`src/rtl/dram_strobe_cfg.svh`:
```
`ifndef DRAM_STROBE_CFG_SVH
`define DRAM_STROBE_CFG_SVH
// ****************************************************************
// Address window of the on-board ROM.
// ****************************************************************
`define ROM_BASE_ADDR 24'hF0_0000
`define ROM_LAST_ADDR 24'hFF_FFFF
// ****************************************************************
// Bit of the test configuration word that exchanges the row strobes.
// ****************************************************************
`define ROW_SWAP_BIT 6
// ****************************************************************
// Time the column address is held after the multiplexer switches.
// ****************************************************************
`define STEP_TIME_NS 100
`define CLOCK_PERIOD_NS 100
`define STEP_CYCLES ((`STEP_TIME_NS + `CLOCK_PERIOD_NS - 1) / `CLOCK_PERIOD_NS)
`endif

```
`src/rtl/dram_strobe_pkg.sv`:
```
// ****************************************************************
// Types used by the strobe sequencer; its pin router takes plain bits.
// ****************************************************************
package dram_strobe_pkg;
   // Sequencer states.
   typedef enum logic [2:0] {
      IDLE = 3'b000,
      ROW = 3'b001,
      COL = 3'b010,
      HOLD = 3'b011,
      REF_CAS = 3'b100,
      REF_RAS = 3'b101,
      REF_END = 3'b110
   } state_type;
   // Active-high internal strobe set before pin routing.
   typedef struct packed {
      logic row_a;
      logic row_b;
      logic col_hi;
      logic col_lo;
   } strobe_type;
endpackage

```
`src/rtl/dram_strobe_and_rom_select.sv`:
```
`timescale 1ns/1ns
`default_nettype none
`include "dram_strobe_cfg.svh"
// Function
// - Upper column strobe high byte, lower low.
// - Both column strobes active during refresh.
// - Row/column select high for row address.
// - Read/write line high read, low write.
// - Read/write line held high during refresh.
// - First and second row strobes latch rows.
// - Both row strobes asserted during refresh outside address mode.
// - Second row strobe may become address bit.
// - Config bit six exchanges row strobe pins.
// - ROM select low reading F00000 to FFFFFF.
module dram_strobe_and_rom_select (
   input wire logic CLOCK,
   input wire logic RST,
   input wire logic MEM_REQ,
   input wire logic MEM_WRITE,
   input wire logic [1:0] BYTE_EN,
   input wire logic ROW_SEL,
   input wire logic ADDR_BIT,
   input wire logic REF_REQ,
   input wire logic [23:0] BUS_ADDR,
   input wire logic BUS_READ,
   input wire logic BUS_STROBE,
   input wire logic EXTRA_ADDR_MODE,
   input wire logic [7:0] TEST_CONFIG,
   output logic MEM_DONE,
   output logic UPPER_COL_STROBE_N,
   output logic LOWER_COL_STROBE_N,
   output logic ROW_COL_SELECT,
   output logic DRAM_RD_WR_N,
   output logic FIRST_ROW_STROBE_N,
   output logic SECOND_ROW_STROBE_N,
   output logic ROM_SELECT_N
);
   // ****************************************************************
   // Sequencer state and latched request.
   // ****************************************************************
   dram_strobe_pkg::state_type state_reg; // Current state.
   dram_strobe_pkg::strobe_type strobe_reg; // Active-high strobes.
   logic write_reg; // Latched write flag.
   logic [1:0] lanes_reg; // Latched byte lanes.
   logic row_sel_reg; // Latched row choice.
   logic addr_bit_reg; // Latched extra row address bit.
   logic [1:0] step_reg; // Dwell counter.

   // Decodes the ROM window; used by the select and the checks.
   function automatic logic in_rom(input logic [23:0] a);
      in_rom = (a >= `ROM_BASE_ADDR) && (a <= `ROM_LAST_ADDR);
   endfunction

   // Sequencer: refresh has priority over an access.
   always_ff @(posedge CLOCK) begin
      if (RST) begin
         state_reg <= dram_strobe_pkg::IDLE;
         step_reg <= 2'h0;
      end else begin
         case (state_reg)
            dram_strobe_pkg::IDLE: begin
               if (REF_REQ) begin
                  state_reg <= dram_strobe_pkg::REF_CAS;
               end else if (MEM_REQ) begin
                  state_reg <= dram_strobe_pkg::ROW;
               end
            end
            dram_strobe_pkg::ROW: begin
               state_reg <= dram_strobe_pkg::COL;
            end
            dram_strobe_pkg::COL: begin
               state_reg <= dram_strobe_pkg::HOLD;
               step_reg <= 2'(`STEP_CYCLES);
            end
            dram_strobe_pkg::HOLD: begin
               // Column strobes held for the dwell time.
               if (step_reg <= 2'h1) begin
                  state_reg <= dram_strobe_pkg::IDLE;
               end else begin
                  step_reg <= step_reg - 2'h1;
               end
            end
            dram_strobe_pkg::REF_CAS: begin
               state_reg <= dram_strobe_pkg::REF_RAS;
            end
            dram_strobe_pkg::REF_RAS: begin
               state_reg <= dram_strobe_pkg::REF_END;
            end
            dram_strobe_pkg::REF_END: begin
               state_reg <= dram_strobe_pkg::IDLE;
            end
            default: begin
               state_reg <= dram_strobe_pkg::IDLE;
            end
         endcase
      end
   end

   // Request fields captured when an access begins.
   always_ff @(posedge CLOCK) begin
      if (RST) begin
         write_reg <= 1'b0;
         lanes_reg <= 2'h0;
         row_sel_reg <= 1'b0;
         addr_bit_reg <= 1'b0;
      end else if (state_reg == dram_strobe_pkg::IDLE && MEM_REQ && !REF_REQ) begin
         write_reg <= MEM_WRITE;
         lanes_reg <= BYTE_EN;
         row_sel_reg <= ROW_SEL;
         addr_bit_reg <= ADDR_BIT;
      end
   end

   // Internal strobes decoded from the state.
   always_comb begin
      strobe_reg = '0;
      case (state_reg)
         dram_strobe_pkg::ROW, dram_strobe_pkg::COL: begin
            // Column strobes wait a cycle so the select has switched before they fall.
            strobe_reg.row_a = EXTRA_ADDR_MODE | ~row_sel_reg;
            strobe_reg.row_b = ~EXTRA_ADDR_MODE & row_sel_reg;
         end
         dram_strobe_pkg::HOLD: begin
            strobe_reg.row_a = EXTRA_ADDR_MODE | ~row_sel_reg;
            strobe_reg.row_b = ~EXTRA_ADDR_MODE & row_sel_reg;
            strobe_reg.col_hi = lanes_reg[1];
            strobe_reg.col_lo = lanes_reg[0];
         end
         dram_strobe_pkg::REF_CAS: begin
            strobe_reg.col_hi = 1'b1;
            strobe_reg.col_lo = 1'b1;
         end
         dram_strobe_pkg::REF_RAS: begin
            strobe_reg = '1;
         end
         dram_strobe_pkg::REF_END: begin
            // Column strobes released first, rows last.
            strobe_reg.row_a = 1'b1;
            strobe_reg.row_b = 1'b1;
         end
         default: begin
            strobe_reg = '0;
         end
      endcase
   end

   // ****************************************************************
   // Registered DRAM pins.
   // ****************************************************************
   always_ff @(posedge CLOCK) begin
      if (RST) begin
         UPPER_COL_STROBE_N <= 1'b1;
         LOWER_COL_STROBE_N <= 1'b1;
         ROW_COL_SELECT <= 1'b1;
         DRAM_RD_WR_N <= 1'b1;
         MEM_DONE <= 1'b0;
      end else begin
         UPPER_COL_STROBE_N <= ~strobe_reg.col_hi;
         LOWER_COL_STROBE_N <= ~strobe_reg.col_lo;
         // Low from the column state; high again in idle for the next row.
         ROW_COL_SELECT <= !(state_reg == dram_strobe_pkg::COL ||
            state_reg == dram_strobe_pkg::HOLD);
         // Write level only in an access; refresh keeps the read level.
         DRAM_RD_WR_N <= !(write_reg && (state_reg == dram_strobe_pkg::COL ||
            state_reg == dram_strobe_pkg::HOLD));
         MEM_DONE <= state_reg == dram_strobe_pkg::HOLD && step_reg <= 2'h1;
      end
   end

   // ROM select on reads of the ROM window.
   always_ff @(posedge CLOCK) begin
      if (RST) begin
         ROM_SELECT_N <= 1'b1;
      end else begin
         ROM_SELECT_N <= !(BUS_STROBE && BUS_READ && in_rom(BUS_ADDR));
      end
   end

   // Row pin routing, address mode and exchange.
   row_pin_router router (
      .CLOCK(CLOCK),
      .RST(RST),
      .row_a(strobe_reg.row_a),
      .row_b(strobe_reg.row_b),
      .extra_bit(addr_bit_reg),
      .addr_mode(EXTRA_ADDR_MODE),
      .swap(TEST_CONFIG[`ROW_SWAP_BIT]),
      .first_pin_n(FIRST_ROW_STROBE_N),
      .second_pin_n(SECOND_ROW_STROBE_N)
   );

   // ****************************************************************
   // Checks.
   // ****************************************************************
   rom_read_a: assert property (@(posedge CLOCK) disable iff (RST)
      (BUS_STROBE && BUS_READ && in_rom(BUS_ADDR)) |=> !ROM_SELECT_N)
      else $error("ROM select missing on ROM read.");
   rom_idle_a: assert property (@(posedge CLOCK) disable iff (RST)
      !(BUS_STROBE && BUS_READ && in_rom(BUS_ADDR)) |=> ROM_SELECT_N)
      else $error("ROM select outside ROM read.");
   refresh_read_a: assert property (@(posedge CLOCK) disable iff (RST)
      (state_reg == dram_strobe_pkg::REF_CAS) |=> DRAM_RD_WR_N [*3])
      else $error("Write level during refresh.");
   refresh_cas_a: assert property (@(posedge CLOCK) disable iff (RST)
      (state_reg == dram_strobe_pkg::REF_CAS) |=> !UPPER_COL_STROBE_N && !LOWER_COL_STROBE_N)
      else $error("Column strobes idle in refresh.");
   cas_first_a: assert property (@(posedge CLOCK) disable iff (RST)
      (state_reg == dram_strobe_pkg::REF_CAS && !EXTRA_ADDR_MODE) |=>
      (FIRST_ROW_STROBE_N && SECOND_ROW_STROBE_N && !LOWER_COL_STROBE_N))
      else $error("Row strobe before column in refresh.");
   refresh_ras_a: assert property (@(posedge CLOCK) disable iff (RST)
      (state_reg == dram_strobe_pkg::REF_RAS && !EXTRA_ADDR_MODE) |=>
      (!FIRST_ROW_STROBE_N && !SECOND_ROW_STROBE_N))
      else $error("Row strobes idle in refresh.");
   release_order_a: assert property (@(posedge CLOCK) disable iff (RST)
      (state_reg == dram_strobe_pkg::REF_END && !EXTRA_ADDR_MODE) |=>
      (UPPER_COL_STROBE_N && LOWER_COL_STROBE_N && !FIRST_ROW_STROBE_N))
      else $error("Refresh strobes released out of order.");
   mux_before_col_a: assert property (@(posedge CLOCK) disable iff (RST)
      $fell(ROW_COL_SELECT) |-> (UPPER_COL_STROBE_N && LOWER_COL_STROBE_N))
      else $error("Column strobe falls with the select switch.");
   mux_order_a: assert property (@(posedge CLOCK) disable iff (RST)
      (state_reg == dram_strobe_pkg::ROW) |=> ROW_COL_SELECT ##1 !ROW_COL_SELECT)
      else $error("Select not switching between row and column.");
   write_level_a: assert property (@(posedge CLOCK) disable iff (RST)
      (state_reg == dram_strobe_pkg::COL && write_reg) |=> !DRAM_RD_WR_N)
      else $error("Write level missing.");
   upper_lane_a: assert property (@(posedge CLOCK) disable iff (RST)
      (state_reg == dram_strobe_pkg::HOLD) |=> (UPPER_COL_STROBE_N == !$past(lanes_reg[1])))
      else $error("Upper column strobe wrong lane.");
   access_c: cover property (@(posedge CLOCK) state_reg == dram_strobe_pkg::HOLD);
   refresh_c: cover property (@(posedge CLOCK) state_reg == dram_strobe_pkg::REF_END);
   rom_c: cover property (@(posedge CLOCK) !ROM_SELECT_N);
endmodule
`default_nettype wire

```
`src/rtl/row_pin_router.sv`:
```
`timescale 1ns/1ns
`default_nettype none
// ****************************************************************
// Maps internal row strobes to the two row pins.
// ****************************************************************
module row_pin_router (
   input wire logic CLOCK,
   input wire logic RST,
   input wire logic row_a,
   input wire logic row_b,
   input wire logic extra_bit,
   input wire logic addr_mode,
   input wire logic swap,
   output logic first_pin_n,
   output logic second_pin_n
);
   // Second pin level before any exchange.
   logic second_level;
   always_comb begin
      // In address mode the second pin carries the extra row address bit.
      if (addr_mode) begin
         second_level = extra_bit;
      end else begin
         second_level = ~row_b;
      end
   end
   // Pins come from flip-flops; exchange applied here.
   always_ff @(posedge CLOCK) begin
      if (RST) begin
         first_pin_n <= 1'b1;
         second_pin_n <= 1'b1;
      end else if (swap) begin
         first_pin_n <= second_level;
         second_pin_n <= ~row_a;
      end else begin
         first_pin_n <= ~row_a;
         second_pin_n <= second_level;
      end
   end
endmodule
`default_nettype wire

```
`config.mk`:
```
export PLATFORM = sky130hd
export DESIGN_NAME = dram_strobe_and_rom_select
export DESIGN_NICKNAME = d
export VERILOG_FILES = /design/src/rtl/dram_strobe_pkg.sv /design/src/rtl/dram_strobe_and_rom_select.sv /design/src/rtl/row_pin_router.sv
export VERILOG_INCLUDE_DIRS = /design/src /design/src/rtl
export SDC_FILE = /design/constraint.sdc
export NUM_CORES = 1
export LEC_CHECK = 0
export ABC_AREA = 1
export BUFFER_PORTS_ARGS = -buffer_cell sky130_fd_sc_hd__buf_2
export CORE_MARGIN = 2
export CORE_UTILIZATION = 39
export CTS_BUF_LIST = sky130_fd_sc_hd__clkbuf_4 sky130_fd_sc_hd__clkbuf_8
export DETAILED_ROUTE_END_ITERATION = 16
export PLACE_DENSITY = 0.77
export SYNTH_ARGS = -nofsm -noshare
export SYNTH_HDL_FRONTEND = slang
export SYNTH_SLANG_ARGS = --single-unit
```
`constraint.sdc`:
```
create_clock -name CLOCK -period 1 [get_ports CLOCK]
set_input_delay 0.1 -clock CLOCK [delete_from_list [all_inputs] [get_ports CLOCK]]
set_output_delay 0.1 -clock CLOCK [all_outputs]
set_load 0.03 [all_outputs]
```
Word level (Yosys, flattened, before mapping)

Index checks and enable logic that the tools add are counted.

Register bits: 18
Output and inout bits: 8
Word-level logic and storage cells: 65

Add/subtract/negate cells: 1
Order comparisons: 3
Eq/ne operators: 9
Mux-type cells: 11
Bitwise logic cells: 8
Reductions and logical operators: 19

Operators with widths:

| kind                                                           | count |
|---|---|
| greater-or-equal comparator 24 bit, second input constant      | 1 |
| less-or-equal comparator 24 bit, second input constant         | 1 |
| one-hot mux 3 bit (6 select lines)                             | 1 |
| one-hot mux 2 bit (2 select lines)                             | 3 |
| equality test 3 bit, second input constant                     | 3 |
| two-way mux 3 bit                                              | 3 |
| logical AND 1 bit                                              | 7 |
| equality test 3 x 2 -> 1 bit, second input constant            | 2 |
| inverter 1 bit                                                 | 6 |
| logical NOT 1 bit                                              | 4 |
| != test 2 bit, second input constant                           | 2 |
| AND reduction 2 bit                                            | 2 |
| OR reduction 2 bit                                             | 2 |
| equality test 3 x 1 -> 1 bit, second input constant            | 1 |
| logical NOT 3 bit                                              | 1 |
| two-way mux 1 bit                                              | 3 |
| != test 3 bit, second input constant                           | 1 |
| OR reduction 3 bit                                             | 1 |
| less-or-equal comparator 2 x 1 -> 1 bit, second input constant | 1 |
| two-way mux 2 bit                                              | 1 |
| nonzero test 2 bit                                             | 1 |
| subtractor 2 x 1 -> 2 bit, second input constant               | 1 |
| bitwise AND 1 bit                                              | 1 |
| logical OR 1 bit                                               | 1 |
| bitwise OR 1 bit                                               | 1 |

Depth between registers and ports, before layout

Word-level depth: 6
Mapped depth: 8

Hierarchy

A second synthesis with hierarchy kept.

Cell total of the unflattened synthesis: 126
Area, all modules: 887.1 um^2

Modules (own cells, without submodules):

| module                     | instances | cells an instance | area each (um^2) |
|---|---|---|---|
| dram_strobe_and_rom_select | 1         | 112               | 793.3 |
| row_pin_router             | 1         | 14                | 93.8 |

Least setup slack after synthesis

Ideal clock, no wire load.

Path type: flip-flop to flip-flop
Start: register step_reg[1]
End: register step_reg[1]
Setup time: 0.116 ns
Data arrival time: 0.962 ns
Data required time: 0.884 ns
Path slack: -0.078 ns
Stages on the path, launching flop included: 9
Buffers on the path: 0
Period minus slack after synthesis: 1.078 ns
Path through: dfxtp_1 > inv_1 > ha_1 > nor2_1 > nand2_1 > nand2_1 > nand2_1 > o21ai_0 > nor2_1

Longest elaborated chain between the ends: 3
Elaborated cells on any way between the ends: 6

RTL lines:

| item                                                                                 | RTL line                                                           | text |
|---|---|---|
| start, declared                                                                      | dram_strobe_and_rom_select.sv:47                                   | `logic [1:0] step_reg;` |
| start signal, assigned                                                               | dram_strobe_and_rom_select.sv:73                                   | `` step_reg <= 2'(`STEP_CYCLES); `` |
| start signal, assigned                                                               | dram_strobe_and_rom_select.sv:80                                   | `step_reg <= step_reg - 2'h1;` |
| subtractor 2 x 1 -> 2 bit or less-or-equal comparator 2 x 1 -> 1 bit (tied branches) | dram_strobe_and_rom_select.sv:80, dram_strobe_and_rom_select.sv:77 |  |
| two-way mux 2 bit or != test 2 bit (tied branches)                                   | --                                                                 |  |
| one-hot mux 2 bit (2 select lines) or AND reduction 2 bit (tied branches)            | --                                                                 |  |

Parallel ways exist; a longest one is shown, timed or not. The select of a mux whose other input is x is not followed.
A chain may end at the register's enable or synchronous reset.

Worst setup path in the final report

Start: register state_reg[1]
End: register lanes_reg[0]

Longest elaborated chain between the ends: 3

RTL lines:

| item                            | RTL line                          | text |
|---|---|---|
| start, declared                 | dram_strobe_and_rom_select.sv:41  | `dram_strobe_pkg::state_type state_reg;` |
| start signal, assigned          | dram_strobe_and_rom_select.sv:57  | `state_reg <= dram_strobe_pkg::IDLE;` |
| start signal, assigned          | dram_strobe_and_rom_select.sv:63  | `state_reg <= dram_strobe_pkg::REF_CAS;` |
| start signal, assigned          | dram_strobe_and_rom_select.sv:65  | `state_reg <= dram_strobe_pkg::ROW;` |
| logical NOT 3 bit               | dram_strobe_and_rom_select.sv:106 | `end else if (state_reg == dram_strobe_pkg::IDLE && MEM_REQ && !REF_REQ) begin` |
| logical AND 1 bit (2 in series) | dram_strobe_and_rom_select.sv:106 |  |
| end signal, assigned            | dram_strobe_and_rom_select.sv:103 | `lanes_reg <= 2'h0;` |
| end signal, assigned            | dram_strobe_and_rom_select.sv:108 | `lanes_reg <= BYTE_EN;` |
| end, declared                   | dram_strobe_and_rom_select.sv:44  | `logic [1:0] lanes_reg;` |

No other way between the ends.

==> run_results.csv <==
group,metric,value,unit
status,status,"finished, violations left",
status,violations,"setup timing",
clocking,clock_latency,300,ps
final_layout,drive_above_1_share,0.4438,
worst_setup_path,endpoint_kind,"register",
clocking,cts_tree,"yes",
route,drc,0,
worst_setup_path,worst-path-max-fanout,6,
yosys,ys_seq_elements,18,
timing,worstMarginPinSlew,328.1,ps
route,finalWirelength,1975,um
global_route,grt_first_pass_wirelength,3325,um
place,placedCellCount,188,
floorplan,dieHeight,50.26,um
floorplan,ioPinCount,52,
timing,period_share,1.178,
power,irDropWorstVdd,891.8,uV
worst_setup_path,reg2reg_depth,6,
yosys,syn_inst,126,
final_layout,fin_nets,215,
final_layout,stdcell_area,1280,sq um
final_layout,diodes,0,
worst_setup_path,worstPathRequired,1200,ps
yosys,ys_seq_area_frac,0.4318,
place,pre_cts_slack,-137.0,ps
power,power,0.002023,W
place,place.gp.congestion,0.8634,
final_layout,final_cell_mix,"29 x nand2_1, 24 x buf_2, 22 x inv_1",
worst_setup_path,startpoint,"state_reg[1]",
clocking,cts.sinks,18,
place,place_area,1092,sq um
route,post_drt_wl_per_cell,10.08,um
global_route,grtUsageTotal,0.1709,
worst_setup_path,cp-endpoint,"lanes_reg[0]",
global_route,grt_max_degree,11,
final_layout,syn_to_final_growth,53.37,%
yosys,syn-num-nets,171,
timing,fin_crit,1178,ps
floorplan,die-area,2526,sq um
timing,setup_slack,-178.4,ps
worst_setup_path,slowest_stage,"dfxtp_2",
timing,maxSlewViolCount,0,
global_route,antenna_found_initial,0,
clocking,clock_path_buffers,2,
yosys,syn_area_per_cell,6.623,sq um
global_route,grt_pass1_vias,856,
clocking,clkTransAtPathRegs,110,ps
worst_setup_path,path_cells,"inv_2 > nand2_4 > nor3_4 > nand3_1 > nand2_1 > nor2_2",
place,hpwl,1387,um
worst_setup_path,max_stage_delay,350,ps
route,drt_first_iter_violations,11,
timing,tns,-1113,ps
yosys,ys_warn_count,0,
timing,setup_viol,12,
route,vias,899,
yosys,ys_types,15,
global_route,grt-ovfl-total,0,
worst_setup_path,r2r_start,"state_reg[1]",
worst_setup_path,rrSetupSlack,-180,ps
floorplan,rows,16,
worst_setup_path,path_class,"reg2reg",
final_layout,largest_reg_flops,3,
timing,fmax,848.6,MHz
yosys,syn_area,834.6,sq um
worst_setup_path,arrival,1380,ps
timing,rsz0062_at_grt,"yes",
timing,skew,13.82,ps
power,p_per_area,1581,nW/um^2
power,p_leak,0.6532,nW
clocking,cts_made_buffers,3,
worst_hold_path,hold_path_class,"in2reg",
clocking,cts_root_buffer,"clkbuf_4",
worst_setup_path,r2r-end,"lanes_reg[0]",
clocking,cts_max_level,1,
route,firstDrtPassIters,4,
timing,slew_headroom,0.7806,
route,postRouteAntennaNets,0,
final_layout,instances_no_fill,196,
floorplan,die_w,50.26,um
timing,hold_viol,0,
route,avgViaCountPerCell,4.587,
floorplan,start_util,0.4211,
flow_run,maxCapViolations,0,
floorplan,core-area,1982,sq um
worst_setup_path,worst_setup_path_start_kind,"register",
place,numPortBuffers,24,
final_layout,final_common_cell,"nand2_1",
cells in the mapped netlist (all sizes together):
master  count  area share
ha          1       0.015
inv        28        0.13
nand2      36        0.18
nor2       17       0.076
o21ai       4       0.024
nor3        2       0.025
nand3      15       0.090
nand4       1      0.0075
dfxtp      18        0.43
clkbuf      1      0.0045
a31oi       1      0.0075
a21oi       2       0.012
repair_timing:
| item | CTS | global route |
|---|---|---|
| buffers inserted | 1 | 0 |
| hold endpoints to repair | 4 | 0 |
| setup endpoints to repair | 14 | 15 |
| hold buffers | 3 | 0 |
| cloned | 0 | 0 |
| resized for setup | 20 | 15 |
| pin swaps | 6 | 9 |
critical path: cells and delay by family, from the launching register on:
kind | cells | cell delay [ps]
flip-flops | 1 | 350
AND/OR/NAND/NOR | 5 | 640
buffers and inverters | 1 | 70
power breakdown:
group,switching [W],internal (W)
logic,0.000404,0.000303
registers,0.0000642,0.000798
clock network,0.000231,0.000222
total,0.000699,0.00132
how the worst min path moves through the flow:
stage / startpoint / to / slack, ps / depth (start not counted)
after CTS: TEST_CONFIG[6] / router.first_pin_n / 20 / 3
final: TEST_CONFIG[6] / router.first_pin_n / 30 / 3
after global routing: TEST_CONFIG[6] / router.first_pin_n / 40 / 3
after detailed placement: RST / step_reg[1] / 300 / 2
after floorplan: RST / step_reg[1] / 160 / 1
after global placement: BUS_ADDR[20] / ROM_SELECT_N / 300 / 2
cell families after synthesis:
family / after synthesis / synth area share
buffers and inverters: 29 / 0.1304
adder cells (fa/ha/maj): 1 / 0.01499
AND/OR/NAND/NOR: 71 / 0.3793
flip-flops: 18 / 0.4318
AO/OA/AOI/OAI: 7 / 0.04348
layer usage:
metal | GRT usage | wire length (um) | vias to the layer above
li1 | - | - | 468
met1 | 0.1959 | 836 | 397
met2 | 0.2939 | 1013 | 30
met3 | 0.03869 | 103 | 4
met4 | 0.08796 | 21 | 0
met5 | 0 | 0 | -
per-stage QoR:
stage,hold WS [ps],utilization
CTS,17.36,0.6212
finish,25.91,0.6458
floorplan,159.3,-
detailed placement,303.0,0.5511
global route,43.78,0.6458
global placement,299.5,0.5511
cell type report:
cell class / count / area, sq um
well taps: 27 / 33.78
repair buffers: 40 / 247.7
clock buffers: 4 / 36.28
fillers: 166 / 701.9
multi-input cells: 79 / 486.7
inverters: 28 / 110.1
flip-flops and latches: 18 / 365.4
(Power assumes the default switching activity.)
